===== src/common/incond_pkg.sv =====
// constants, register map and control layout for the input conditioning block
package incond_pkg;

  // ----------------------------------------
  // register byte offsets
  // ----------------------------------------
  localparam logic [7:0] OFF_CTRL = 8'h00;     // control word
  localparam logic [7:0] OFF_STATUS = 8'h04;   // unit status
  localparam logic [7:0] OFF_CNT_ERR = 8'h08;  // counter error flags
  localparam logic [7:0] OFF_DISC_ERR = 8'h0c; // disconnection flags
  localparam logic [7:0] OFF_INPUT = 8'h10;    // conditioned channel values
  localparam logic [7:0] OFF_THRESH = 8'h40;   // threshold block, one word a channel
  localparam logic [7:0] OFF_COUNT = 8'h80;    // counter block, one word a channel

  // ----------------------------------------
  // control word layout
  // ----------------------------------------
  typedef struct packed {
    logic valve_unit;   // bit 9: unit drives valves, short save interval
    logic supply_short_detect_enable; // bit 8
    logic disconnect_detect_enable;   // bit 7
    logic counter_enable;             // bit 6
    logic inrush_enable;              // bit 5
    logic [1:0] stretch_sel;          // bits 4:3
    logic [1:0] filter_sel;           // bits 2:1
    logic restart;                    // bit 0 reserved, reads zero
  } ctrl_s;

  localparam int CTRL_W = 10;
  // reset: filter 1.0 ms (code 1), stretch 15 ms (code 1), options off
  localparam logic [CTRL_W-1:0] CTRL_RESET = 10'h00a;

  // ----------------------------------------
  // timing, times in microseconds and seconds
  // ----------------------------------------
  localparam int CLK_NS = 10;          // pclk period
  localparam int TICK_US = 100;        // base tick, 0.1 ms
  localparam int TICK_CYCLES = TICK_US * 1000 / CLK_NS;
  localparam int FILT0_US = 100;
  localparam int FILT1_US = 1000;
  localparam int FILT2_US = 10000;
  localparam int FILT3_US = 20000;
  localparam int STR0_US = 1000;
  localparam int STR1_US = 15000;
  localparam int STR2_US = 100000;
  localparam int STR3_US = 200000;
  localparam int INRUSH_US = 100000;
  localparam int SAVE_VALVE_S = 30;
  localparam int SAVE_INPUT_S = 3600;
  localparam int INRUSH_TICKS = INRUSH_US / TICK_US;
  localparam int SAVE_VALVE_TICKS = SAVE_VALVE_S * 1000000 / TICK_US;
  localparam int SAVE_INPUT_TICKS = SAVE_INPUT_S * 10000;

  // ----------------------------------------
  // threshold scaling and limits
  // ----------------------------------------
  localparam int THR_W = 16;
  localparam logic [25:0] THR_SCALE = 26'd1000;
  localparam logic [THR_W-1:0] THR_MAX = 16'd65000;
  localparam logic [THR_W-1:0] THR_MIN = 16'd1;

  // ----------------------------------------
  // sequencer states
  // ----------------------------------------
  typedef enum logic [1:0] {ST_LOAD, ST_RUN, ST_SAVE} seq_e;

endpackage : incond_pkg


===== src/rtl/input_conditioning_counter.sv =====
// input filtering, pulse stretching, inrush blanking and saved ON-event counters
//
// The implementer's own choices: the APB interface to the registers and the register offsets.
`timescale 1ns/100ps
module input_conditioning_counter
#(
  parameter int N = 8,                  // channels
  parameter int AW = 3,                 // channel index width
  parameter bit HAS_DISC_HW = 1'b1,     // unit has disconnection sensing
  parameter int TICK_CYCLES = incond_pkg::TICK_CYCLES,
  parameter int SAVE_VALVE_TICKS = incond_pkg::SAVE_VALVE_TICKS,
  parameter int SAVE_INPUT_TICKS = incond_pkg::SAVE_INPUT_TICKS
)
(
  // clock and reset
  input wire logic pclk,
  input wire logic presetn,
  // apb slave
  input wire logic psel,
  input wire logic penable,
  input wire logic pwrite,
  input wire logic [7:0] paddr,
  input wire logic [31:0] pwdata,
  output logic [31:0] prdata,
  output logic pready,
  output logic pslverr,
  // field side
  input wire logic [N-1:0] in_pins,
  input wire logic overcurrent_in,
  input wire logic [N-1:0] disc_sense,
  // conditioned results
  output logic [N-1:0] chan_value,
  output logic overcurrent_err,
  // non-volatile store
  output logic nv_req,
  output logic nv_we,
  output logic [AW-1:0] nv_addr,
  output logic [31:0] nv_wdata,
  input wire logic nv_ack,
  input wire logic [31:0] nv_rdata
);

  // ----------------------------------------
  // control register and apb decode
  // ----------------------------------------
  incond_pkg::ctrl_s ctrl_r, ctrl_nxt; // software control word
  logic wr_en; // write in access phase
  logic [N-1:0] cnt_err_r, cnt_err_nxt; // counter error flags
  logic [N-1:0] disc_err_r, disc_err_nxt; // disconnection flags
  logic [N-1:0][31:0] count_r, count_nxt; // ON-event counters
  incond_pkg::seq_e seq_r, seq_nxt; // load/run/save sequencer

  // register block check, used by read and write decode
  function automatic logic in_block(input logic [7:0] a, input logic [7:0] base);
    in_block = (a >= base) && (a < base + 8'(4 * N)) && (a[1:0] == 2'b00);
  endfunction : in_block

  assign pready = 1'b1; // zero wait states
  assign wr_en = psel && penable && pwrite;

  // unmapped or misaligned access answers with an error
  always_comb
  begin
    pslverr = 1'b0;
    if (psel && penable)
    begin
      if (!(paddr == incond_pkg::OFF_CTRL || paddr == incond_pkg::OFF_STATUS ||
            paddr == incond_pkg::OFF_CNT_ERR || paddr == incond_pkg::OFF_DISC_ERR ||
            paddr == incond_pkg::OFF_INPUT || in_block(paddr, incond_pkg::OFF_THRESH) ||
            in_block(paddr, incond_pkg::OFF_COUNT)))
      begin
        pslverr = 1'b1;
      end
    end
  end

  // read mux, thresholds are write-only and read zero
  always_comb
  begin
    prdata = 32'h0;
    if (psel && !pwrite)
    begin
      case (paddr)
        incond_pkg::OFF_CTRL: prdata = {22'h0, ctrl_r[incond_pkg::CTRL_W-1:1], 1'b0};
        incond_pkg::OFF_STATUS: prdata = {29'h0, seq_r == incond_pkg::ST_SAVE,
                                         seq_r != incond_pkg::ST_LOAD, overcurrent_err};
        incond_pkg::OFF_CNT_ERR: prdata = 32'(cnt_err_r);
        incond_pkg::OFF_DISC_ERR: prdata = 32'(disc_err_r);
        incond_pkg::OFF_INPUT: prdata = 32'(chan_value);
        default:
        begin
          if (in_block(paddr, incond_pkg::OFF_COUNT))
          begin
            prdata = count_r[paddr[AW+1:2]];
          end
        end
      endcase
    end
  end

  // control word next value
  always_comb
  begin
    ctrl_nxt = ctrl_r;
    if (wr_en && paddr == incond_pkg::OFF_CTRL)
    begin
      ctrl_nxt = incond_pkg::ctrl_s'(pwdata[incond_pkg::CTRL_W-1:0]);
      ctrl_nxt.restart = 1'b0;
      ctrl_nxt.disconnect_detect_enable = pwdata[7] & HAS_DISC_HW;
    end
  end

  // control register, defaults 1.0 ms filter and 15 ms stretch
  always_ff @(posedge pclk or negedge presetn)
  begin
    if (!presetn)
    begin
      ctrl_r <= incond_pkg::ctrl_s'(incond_pkg::CTRL_RESET);
    end
    else
    begin
      ctrl_r <= ctrl_nxt;
    end
  end

  // ----------------------------------------
  // 0.1 ms tick divider
  // ----------------------------------------
  logic [31:0] div_r, div_nxt; // cycle count within a tick
  logic tick; // one-cycle enable every 0.1 ms

  assign tick = (div_r == 32'(TICK_CYCLES - 1));

  // wrap at the tick length
  always_comb
  begin
    div_nxt = tick ? 32'h0 : div_r + 32'h1;
  end

  // divider register
  always_ff @(posedge pclk or negedge presetn)
  begin
    if (!presetn)
    begin
      div_r <= 32'h0;
    end
    else
    begin
      div_r <= div_nxt;
    end
  end

  // ----------------------------------------
  // selected times in ticks
  // ----------------------------------------
  logic [7:0] filt_ticks; // stable time required
  logic [10:0] str_ticks; // hold time from an accepted rising edge

  // filter and stretch choice
  always_comb
  begin
    case (ctrl_r.filter_sel)
      2'd0: filt_ticks = 8'(incond_pkg::FILT0_US / incond_pkg::TICK_US);
      2'd1: filt_ticks = 8'(incond_pkg::FILT1_US / incond_pkg::TICK_US);
      2'd2: filt_ticks = 8'(incond_pkg::FILT2_US / incond_pkg::TICK_US);
      default: filt_ticks = 8'(incond_pkg::FILT3_US / incond_pkg::TICK_US);
    endcase
    case (ctrl_r.stretch_sel)
      2'd0: str_ticks = 11'(incond_pkg::STR0_US / incond_pkg::TICK_US);
      2'd1: str_ticks = 11'(incond_pkg::STR1_US / incond_pkg::TICK_US);
      2'd2: str_ticks = 11'(incond_pkg::STR2_US / incond_pkg::TICK_US);
      default: str_ticks = 11'(incond_pkg::STR3_US / incond_pkg::TICK_US);
    endcase
  end

  // ----------------------------------------
  // per-channel filter and stretch
  // ----------------------------------------
  logic [N-1:0] filt_val; // accepted level after the filter
  logic [N-1:0] on_event; // one-cycle pulse on an accepted rising edge

  for (genvar c = 0; c < N; c++)
  begin : g_chan
    logic lvl_r, lvl_nxt; // accepted level
    logic [7:0] stab_r, stab_nxt; // ticks the raw level differed
    logic [10:0] hold_r, hold_nxt; // stretch ticks remaining

    // accept a new level only after it stayed stable
    always_comb
    begin
      lvl_nxt = lvl_r;
      stab_nxt = stab_r;
      hold_nxt = hold_r;
      if (in_pins[c] == lvl_r)
      begin
        stab_nxt = 8'h0; // glitch ended, restart the wait
      end
      else if (tick)
      begin
        if (stab_r + 8'h1 >= filt_ticks)
        begin
          lvl_nxt = in_pins[c];
          stab_nxt = 8'h0;
        end
        else
        begin
          stab_nxt = stab_r + 8'h1;
        end
      end
      if (lvl_nxt && !lvl_r)
      begin
        hold_nxt = str_ticks;
      end
      else if (tick && hold_r != 11'h0)
      begin
        hold_nxt = hold_r - 11'h1;
      end
    end

    // channel state registers
    always_ff @(posedge pclk or negedge presetn)
    begin
      if (!presetn)
      begin
        lvl_r <= 1'b0;
        stab_r <= 8'h0;
        hold_r <= 11'h0;
      end
      else
      begin
        lvl_r <= lvl_nxt;
        stab_r <= stab_nxt;
        hold_r <= hold_nxt;
      end
    end

    assign filt_val[c] = lvl_r;
    assign on_event[c] = lvl_nxt && !lvl_r;
    assign chan_value[c] = filt_val[c] || (hold_r != 11'h0);
  end

  // ----------------------------------------
  // inrush blanking of overcurrent
  // ----------------------------------------
  logic [9:0] inr_r, inr_nxt; // blanking ticks left
  logic oc_d_r, oc_d_nxt; // overcurrent seen last cycle
  logic oc_err_r, oc_err_nxt; // reported overcurrent

  // window opens on the rising edge of the excess current
  always_comb
  begin
    oc_d_nxt = overcurrent_in;
    inr_nxt = inr_r;
    if (overcurrent_in && !oc_d_r)
    begin
      inr_nxt = 10'(incond_pkg::INRUSH_TICKS);
    end
    else if (tick && inr_r != 10'h0)
    begin
      inr_nxt = inr_r - 10'h1;
    end
    oc_err_nxt = overcurrent_in && !(ctrl_r.inrush_enable && inr_nxt != 10'h0);
  end

  // inrush registers
  always_ff @(posedge pclk or negedge presetn)
  begin
    if (!presetn)
    begin
      inr_r <= 10'h0;
      oc_d_r <= 1'b0;
      oc_err_r <= 1'b0;
    end
    else
    begin
      inr_r <= inr_nxt;
      oc_d_r <= oc_d_nxt;
      oc_err_r <= oc_err_nxt;
    end
  end

  assign overcurrent_err = oc_err_r;

  // ----------------------------------------
  // disconnection of the attached device
  // ----------------------------------------
  // disc_sense flags the device, the signal line itself is not judged
  always_comb
  begin
    disc_err_nxt = disc_sense & {N{ctrl_r.disconnect_detect_enable}};
  end

  // ----------------------------------------
  // counters, threshold scan, save and restore
  // ----------------------------------------
  logic [AW-1:0] idx_r, idx_nxt; // channel under load or save
  logic [AW-1:0] scan_r, scan_nxt; // threshold read address
  logic [AW-1:0] scan_d_r; // channel whose threshold is on rdata
  logic [incond_pkg::THR_W-1:0] thr_rd; // threshold read data
  logic [31:0] save_r, save_nxt; // ticks since last save
  logic save_due; // save interval elapsed
  logic [25:0] thr_scaled; // threshold times one thousand
  logic thr_we; // legal threshold write

  thresh_mem #(.DEPTH(N), .WIDTH(incond_pkg::THR_W), .AW(AW)) u_thr
  (
    .clk(pclk),
    .we(thr_we),
    .waddr(paddr[AW+1:2]),
    .wdata(pwdata[incond_pkg::THR_W-1:0]),
    .raddr(scan_r),
    .rdata(thr_rd)
  );

  // values outside 1..65000 are dropped
  assign thr_we = wr_en && in_block(paddr, incond_pkg::OFF_THRESH) &&
                  pwdata[31:16] == 16'h0 && pwdata[15:0] >= incond_pkg::THR_MIN &&
                  pwdata[15:0] <= incond_pkg::THR_MAX;
  assign thr_scaled = 26'(thr_rd) * incond_pkg::THR_SCALE;
  assign save_due = save_r >= (ctrl_r.valve_unit ? 32'(SAVE_VALVE_TICKS - 1)
                                                 : 32'(SAVE_INPUT_TICKS - 1));

  // sequencer, counting, error compare and store requests
  always_comb
  begin
    seq_nxt = seq_r;
    idx_nxt = idx_r;
    count_nxt = count_r;
    save_nxt = save_r;
    scan_nxt = scan_r + AW'(1);
    cnt_err_nxt = cnt_err_r;
    nv_req = 1'b0;
    nv_we = 1'b0;
    nv_addr = idx_r;
    nv_wdata = count_r[idx_r];
    if (seq_r != incond_pkg::ST_LOAD)
    begin
      for (int i = 0; i < N; i++)
      begin
        if (on_event[i])
        begin
          count_nxt[i] = count_r[i] + 32'h1;
        end
      end
      if (tick)
      begin
        save_nxt = save_r + 32'h1;
      end
    end
    // zero threshold means never written
    if (ctrl_r.counter_enable && thr_rd != 16'h0 &&
        count_r[scan_d_r] > 32'(thr_scaled))
    begin
      cnt_err_nxt[scan_d_r] = 1'b1;
    end
    if (!ctrl_r.counter_enable)
    begin
      cnt_err_nxt = '0;
    end
    case (seq_r)
      incond_pkg::ST_LOAD:
      begin
        nv_req = 1'b1;
        if (nv_ack)
        begin
          count_nxt[idx_r] = nv_rdata; // resume from the saved value
          idx_nxt = idx_r + AW'(1);
          if (idx_r == AW'(N - 1))
          begin
            idx_nxt = '0;
            seq_nxt = incond_pkg::ST_RUN;
          end
        end
      end
      incond_pkg::ST_RUN:
      begin
        if (tick && save_due)
        begin
          save_nxt = 32'h0;
          seq_nxt = incond_pkg::ST_SAVE;
        end
      end
      incond_pkg::ST_SAVE:
      begin
        nv_req = 1'b1;
        nv_we = 1'b1;
        if (nv_ack)
        begin
          idx_nxt = idx_r + AW'(1);
          if (idx_r == AW'(N - 1))
          begin
            idx_nxt = '0;
            seq_nxt = incond_pkg::ST_RUN;
          end
        end
      end
      default:
      begin
        seq_nxt = incond_pkg::ST_LOAD;
      end
    endcase
  end

  // counter and sequencer registers
  always_ff @(posedge pclk or negedge presetn)
  begin
    if (!presetn)
    begin
      seq_r <= incond_pkg::ST_LOAD; // power-up restore first
      idx_r <= '0;
      scan_r <= '0;
      scan_d_r <= '0;
      count_r <= '0;
      save_r <= 32'h0;
      cnt_err_r <= '0;
      disc_err_r <= '0;
    end
    else
    begin
      seq_r <= seq_nxt;
      idx_r <= idx_nxt;
      scan_r <= scan_nxt;
      scan_d_r <= scan_r;
      count_r <= count_nxt;
      save_r <= save_nxt;
      cnt_err_r <= cnt_err_nxt;
      disc_err_r <= disc_err_nxt;
    end
  end

endmodule : input_conditioning_counter


===== src/rtl/thresh_mem.sv =====
// small threshold memory, one write port and one registered read port
`timescale 1ns/100ps
module thresh_mem
#(
  parameter int DEPTH = 8,
  parameter int WIDTH = 16,
  parameter int AW = 3
)
(
  // clock
  input wire logic clk,
  // write port
  input wire logic we,
  input wire logic [AW-1:0] waddr,
  input wire logic [WIDTH-1:0] wdata,
  // read port
  input wire logic [AW-1:0] raddr,
  output logic [WIDTH-1:0] rdata
);

  // ----------------------------------------
  // storage
  // ----------------------------------------
  logic [WIDTH-1:0] mem [DEPTH]; // no reset: zero threshold means unset only after write

  // write and registered read
  always_ff @(posedge clk)
  begin
    if (we)
    begin
      mem[waddr] <= wdata;
    end
    rdata <= mem[raddr];
  end

endmodule : thresh_mem


===== config.mk =====
export PLATFORM = sky130hd
export DESIGN_NAME = input_conditioning_counter
export DESIGN_NICKNAME = d
export VERILOG_FILES = /design/src/common/incond_pkg.sv /design/src/rtl/input_conditioning_counter.sv /design/src/rtl/thresh_mem.sv
export SDC_FILE = /design/constraint.sdc
export NUM_CORES = 2
export LEC_CHECK = 0
export ABC_AREA = 1
export BUFFER_PORTS_ARGS = -buffer_cell sky130_fd_sc_hd__buf_2
export CAP_MARGIN = 20
export CORE_MARGIN = 2
export CORE_UTILIZATION = 25
export DETAILED_ROUTE_END_ITERATION = 12
export GPL_ROUTABILITY_DRIVEN = 0
export GPL_TIMING_DRIVEN = 0
export PLACE_DENSITY = 0.5
export SETUP_SLACK_MARGIN = 0.4
export SLEW_MARGIN = 20
export SYNTH_ARGS = -nofsm -noshare
export SYNTH_HDL_FRONTEND = slang
export SYNTH_HIERARCHICAL = 1
export SYNTH_SLANG_ARGS = --single-unit

===== constraint.sdc =====
create_clock -name pclk -period 6.9 [get_ports pclk]
set_clock_uncertainty 0.2 [all_clocks]
set_input_delay 1.035 -clock pclk [delete_from_list [all_inputs] [get_ports pclk]]
set_output_delay 1.035 -clock pclk [all_outputs]
set_load 0.1 [all_outputs]

==> flow_summary.ini <==
[outcome]
outcome = complete, but fails checks
violations = DRC

[clocking]
clock-root-buffer = clkbuf_16
numCtsBuffers = 85
cts_sinks = 672
clk_pin_slew_ps = 60
htree_levels = 3
cts_tree = built
clk_path_buf_depth = 3
worstSkewPairLatency_ps = 760

[place]
dp_cells = 10700
portBuffers = 152
post_dp_cell_area_um2 = 56700
dpl.hpwl_um = 202000

[min_path]
hp-class = reg -> reg
min_from = scan_r[1]

[sta]
maxSlewViolCount = 0
max_slew_margin_pct = 9.72
rsz0062_at_grt = false
finalCriticalPeriod_ps = 6400
final_hold_viol_count = 0
post-route-period-util_pct = 92.7
setup_violations = 0
hold_slack_ps = 238
worstMarginPinSlew_ps = 1350
max_clock_freq_mhz = 156

[detailed_routing]
antenna_left = 0
drt-wirelength-per-cell_um = 23.8
vias = 57100
first_pass_iters = 13
wl_um = 258000
drc_errors = 17
drt_iter0_markers = 8764
viasPerCell = 5.26

[finish]
nets = 8292
final_cells = 10800
fin_area_um2 = 59800
synthToLayoutAreaGrowth_pct = 14.9
post_route_cells_drive_above_1_share_pct = 6.52

[synthesis]
synth_simple_gate_area_share_pct = 34.6
seq_area_frac_synth_pct = 33.4
muxShareOfSynthArea_pct = 0
synth_compound_area_share_pct = 11.8
ys_top_cells_by_count = 2340 x nand2_1, 1067 x inv_1, 781 x nor2_1
synthArstFlopShare_pct = 78.6
synth_edf_count = 128
synth_top_area_share_pct = 25.3
synthDistinctLibCells = 66
syn_nets = 8034
synth_warnings = 6
syn_inst = 7708
yosys.area_share.adder_pct = 6.33
synth-seq-cells = 672
avgSynthCellArea_um2 = 6.75
synth_top_cell_by_area = dfrtp_1
syn_area_um2 = 52100
synth.top_cells.by_area = dfrtp_1 25%, nand2_1 17%, inv_1 7.7%, edfxtp_1 7.4%, nor2_1 5.6%
synth_top_family_by_area = simple AND/OR/NAND/NOR gates
synth_most_common_cell = nand2_1
synthXorXnorAreaFrac_pct = 3.38
ys.flop_type = dfrtp_1

[critical_path]
crit_fanout = 10
cp-start-kind = primary input
cp.arrival_ps = 5160
cp-end-kind = output port
critPathLaunch = paddr[4]
crit_required_ps = 5660
path_class = in -> out
crit-reg2reg-launch = u_thr/rdata[2]
reg2reg_setup_slack_ps = 910

[power_and_ir_drop]
clkPwrFrac_pct = 23.8
totalPowerFinal_mw = 20.9
power.leakage_nw = 28.8
power_switching_mw = 11.3
swShare_pct = 54.0
internal-power_mw = 9.61
combPwrFrac_pct = 46.0
ir_worst_vdd_uv = 648
seqPwrFrac_pct = 30.2
powerDensity_nw_per_um2 = 349

[floorplan]
die_x_um = 460
fp-row-count = 167
dieArea_um2 = 212000
io_pins = 175
start_util_pct = 25.1
core_um2 = 207000
die_h_um = 460

[global_routing]
grt_usage_pct = 23.6
grt_start_max_net_pins = 86
grt_pass1_vias = 52100
antenna_found_initial = 24
grt_overflow_total = 0
grt_pass1_wl_um = 364000

[run]
drv_cap = 0
==> worst paths after layout <==
kind,end,depth (start not counted)
worst max register to register,cnt_err_r[7],24
worst min-delay path,scan_d_r[1],0
worst min register to register,scan_d_r[1],0
min in group asynchronous,count_r[30],2
worst max-delay path,prdata[5],12
max in group asynchronous,div_r[12],5
==> routing by layer <==
| layer | track usage, % | vias up | routed length, um |
|---|---|---|---|
| met4 | 15.7 | 28 | 22200 |
| met1 | 29.6 | 26800 | 102000 |
| met5 | 0 | - | 732 |
| met2 | 32.6 | 3480 | 99600 |
| li1 | - | 25800 | - |
| met3 | 9.87 | 999 | 33700 |
==> area by class of cell <==
type	instances	area [um2]
diodes	15	37.5
plain buffers	315	1410
multi-input cells	5635	29300
well taps	2788	3490
fillers	22800	147000
inverters	1086	4080
repair buffers	171	1120
clock inverters	46	722
clock buffers	112	2310
flip-flops and latches	672	17400
==> registers in the layout, indices dropped and copies added (netlist names) <==
| signal | cells |
|---|---|
| scan_r | 3 |
| u_thr/mem | 128 |
| oc_d_r | 1 |
| seq_r | 2 |
| inr_r | 10 |
| overcurrent_err | 1 |
| cnt_err_r | 8 |
| disc_err_r | 8 |
| scan_d_r | 3 |
| u_thr/rdata | 16 |
| g_chan.lvl_r | 8 |
| nv_addr | 3 |
| g_chan.stab_r | 64 |
| div_r | 32 |
| save_r | 32 |
| ctrl_r | 9 |
| g_chan.hold_r | 88 |
| count_r | 256 |
==> worst max-delay path: stages <==
cell	delay (ps)
buf_2	110
clkbuf_1	890
inv_1	360
nor3_2	650
inv_1	90
nand4_1	510
inv_2	100
buf_2	220
nand2_1	80
nand3_1	120
a31oi_1	450
buf_2	530
==> power groups by stage <==
| stage | Clock, mW | Combinational (mW) | Sequential (mW) |
|---|---|---|---|
| 2_1_floorplan | 0 | 5.97 | 5.50 |
| 3_3_place_gp | 0 | 8.97 | 6.18 |
| 3_5_place_dp | 0 | 9.05 | 6.18 |
| 4_1_cts | 5.04 | 9.08 | 6.12 |
| 5_1_grt | 5.20 | 9.99 | 6.24 |
| 6_report | 4.97 | 9.61 | 6.30 |
==> logic make-up (layout without fill, tap and decap cells) <==
family,after synthesis,in the layout
other cells,1,16
compound gates,983,983
fa+ha+maj,231,231
simple gates,4219,4219
flops,672,672
buf+inv,1401,1730
xor+xnor,201,201
==> layout by cell type, fill, tap and decap left out, types with 43 or more instances in the layout <==
master,Yosys,final
a21oi_1,274,271
buf_2,57,215
clkbuf_1,208,224
clkbuf_16,0,85
dfrtp_1,526,526
edfxtp_1,128,128
fa_1,54,54
ha_1,177,177
inv_1,1067,1067
nand2_1,2340,2339
nand3_1,545,544
nand4_1,243,243
nor2_1,781,772
nor3_1,133,133
nor4_1,50,47
o2111ai_1,44,44
o211ai_1,97,97
o21ai_0,226,223
o221ai_1,43,43
o22ai_1,119,119
xor2_1,163,163
==> repair_timing <==
| action | in CTS | in global routing |
|---|---|---|
| buffers inserted | 0 | 1 |
| endpoints found under the setup margin | 0 | 16 |
| gates resized for setup | 0 | 10 |
| endpoints found under the hold margin | 28 | 0 |
| hold buffers | 1 | 0 |
==> metrics by stage <==
step           utilization [%]   TNS, ps  worst slack (ps)
5_1_grt                   28.9         0               384
6_report                  28.9         0               504
2_1_floorplan                -         0               895
3_3_place_gp              27.2  -4102860             -7990
3_5_place_dp              27.4         0               617
4_1_cts                   28.8         0               604
No activity file was read; power rests on OpenSTA's default activity.
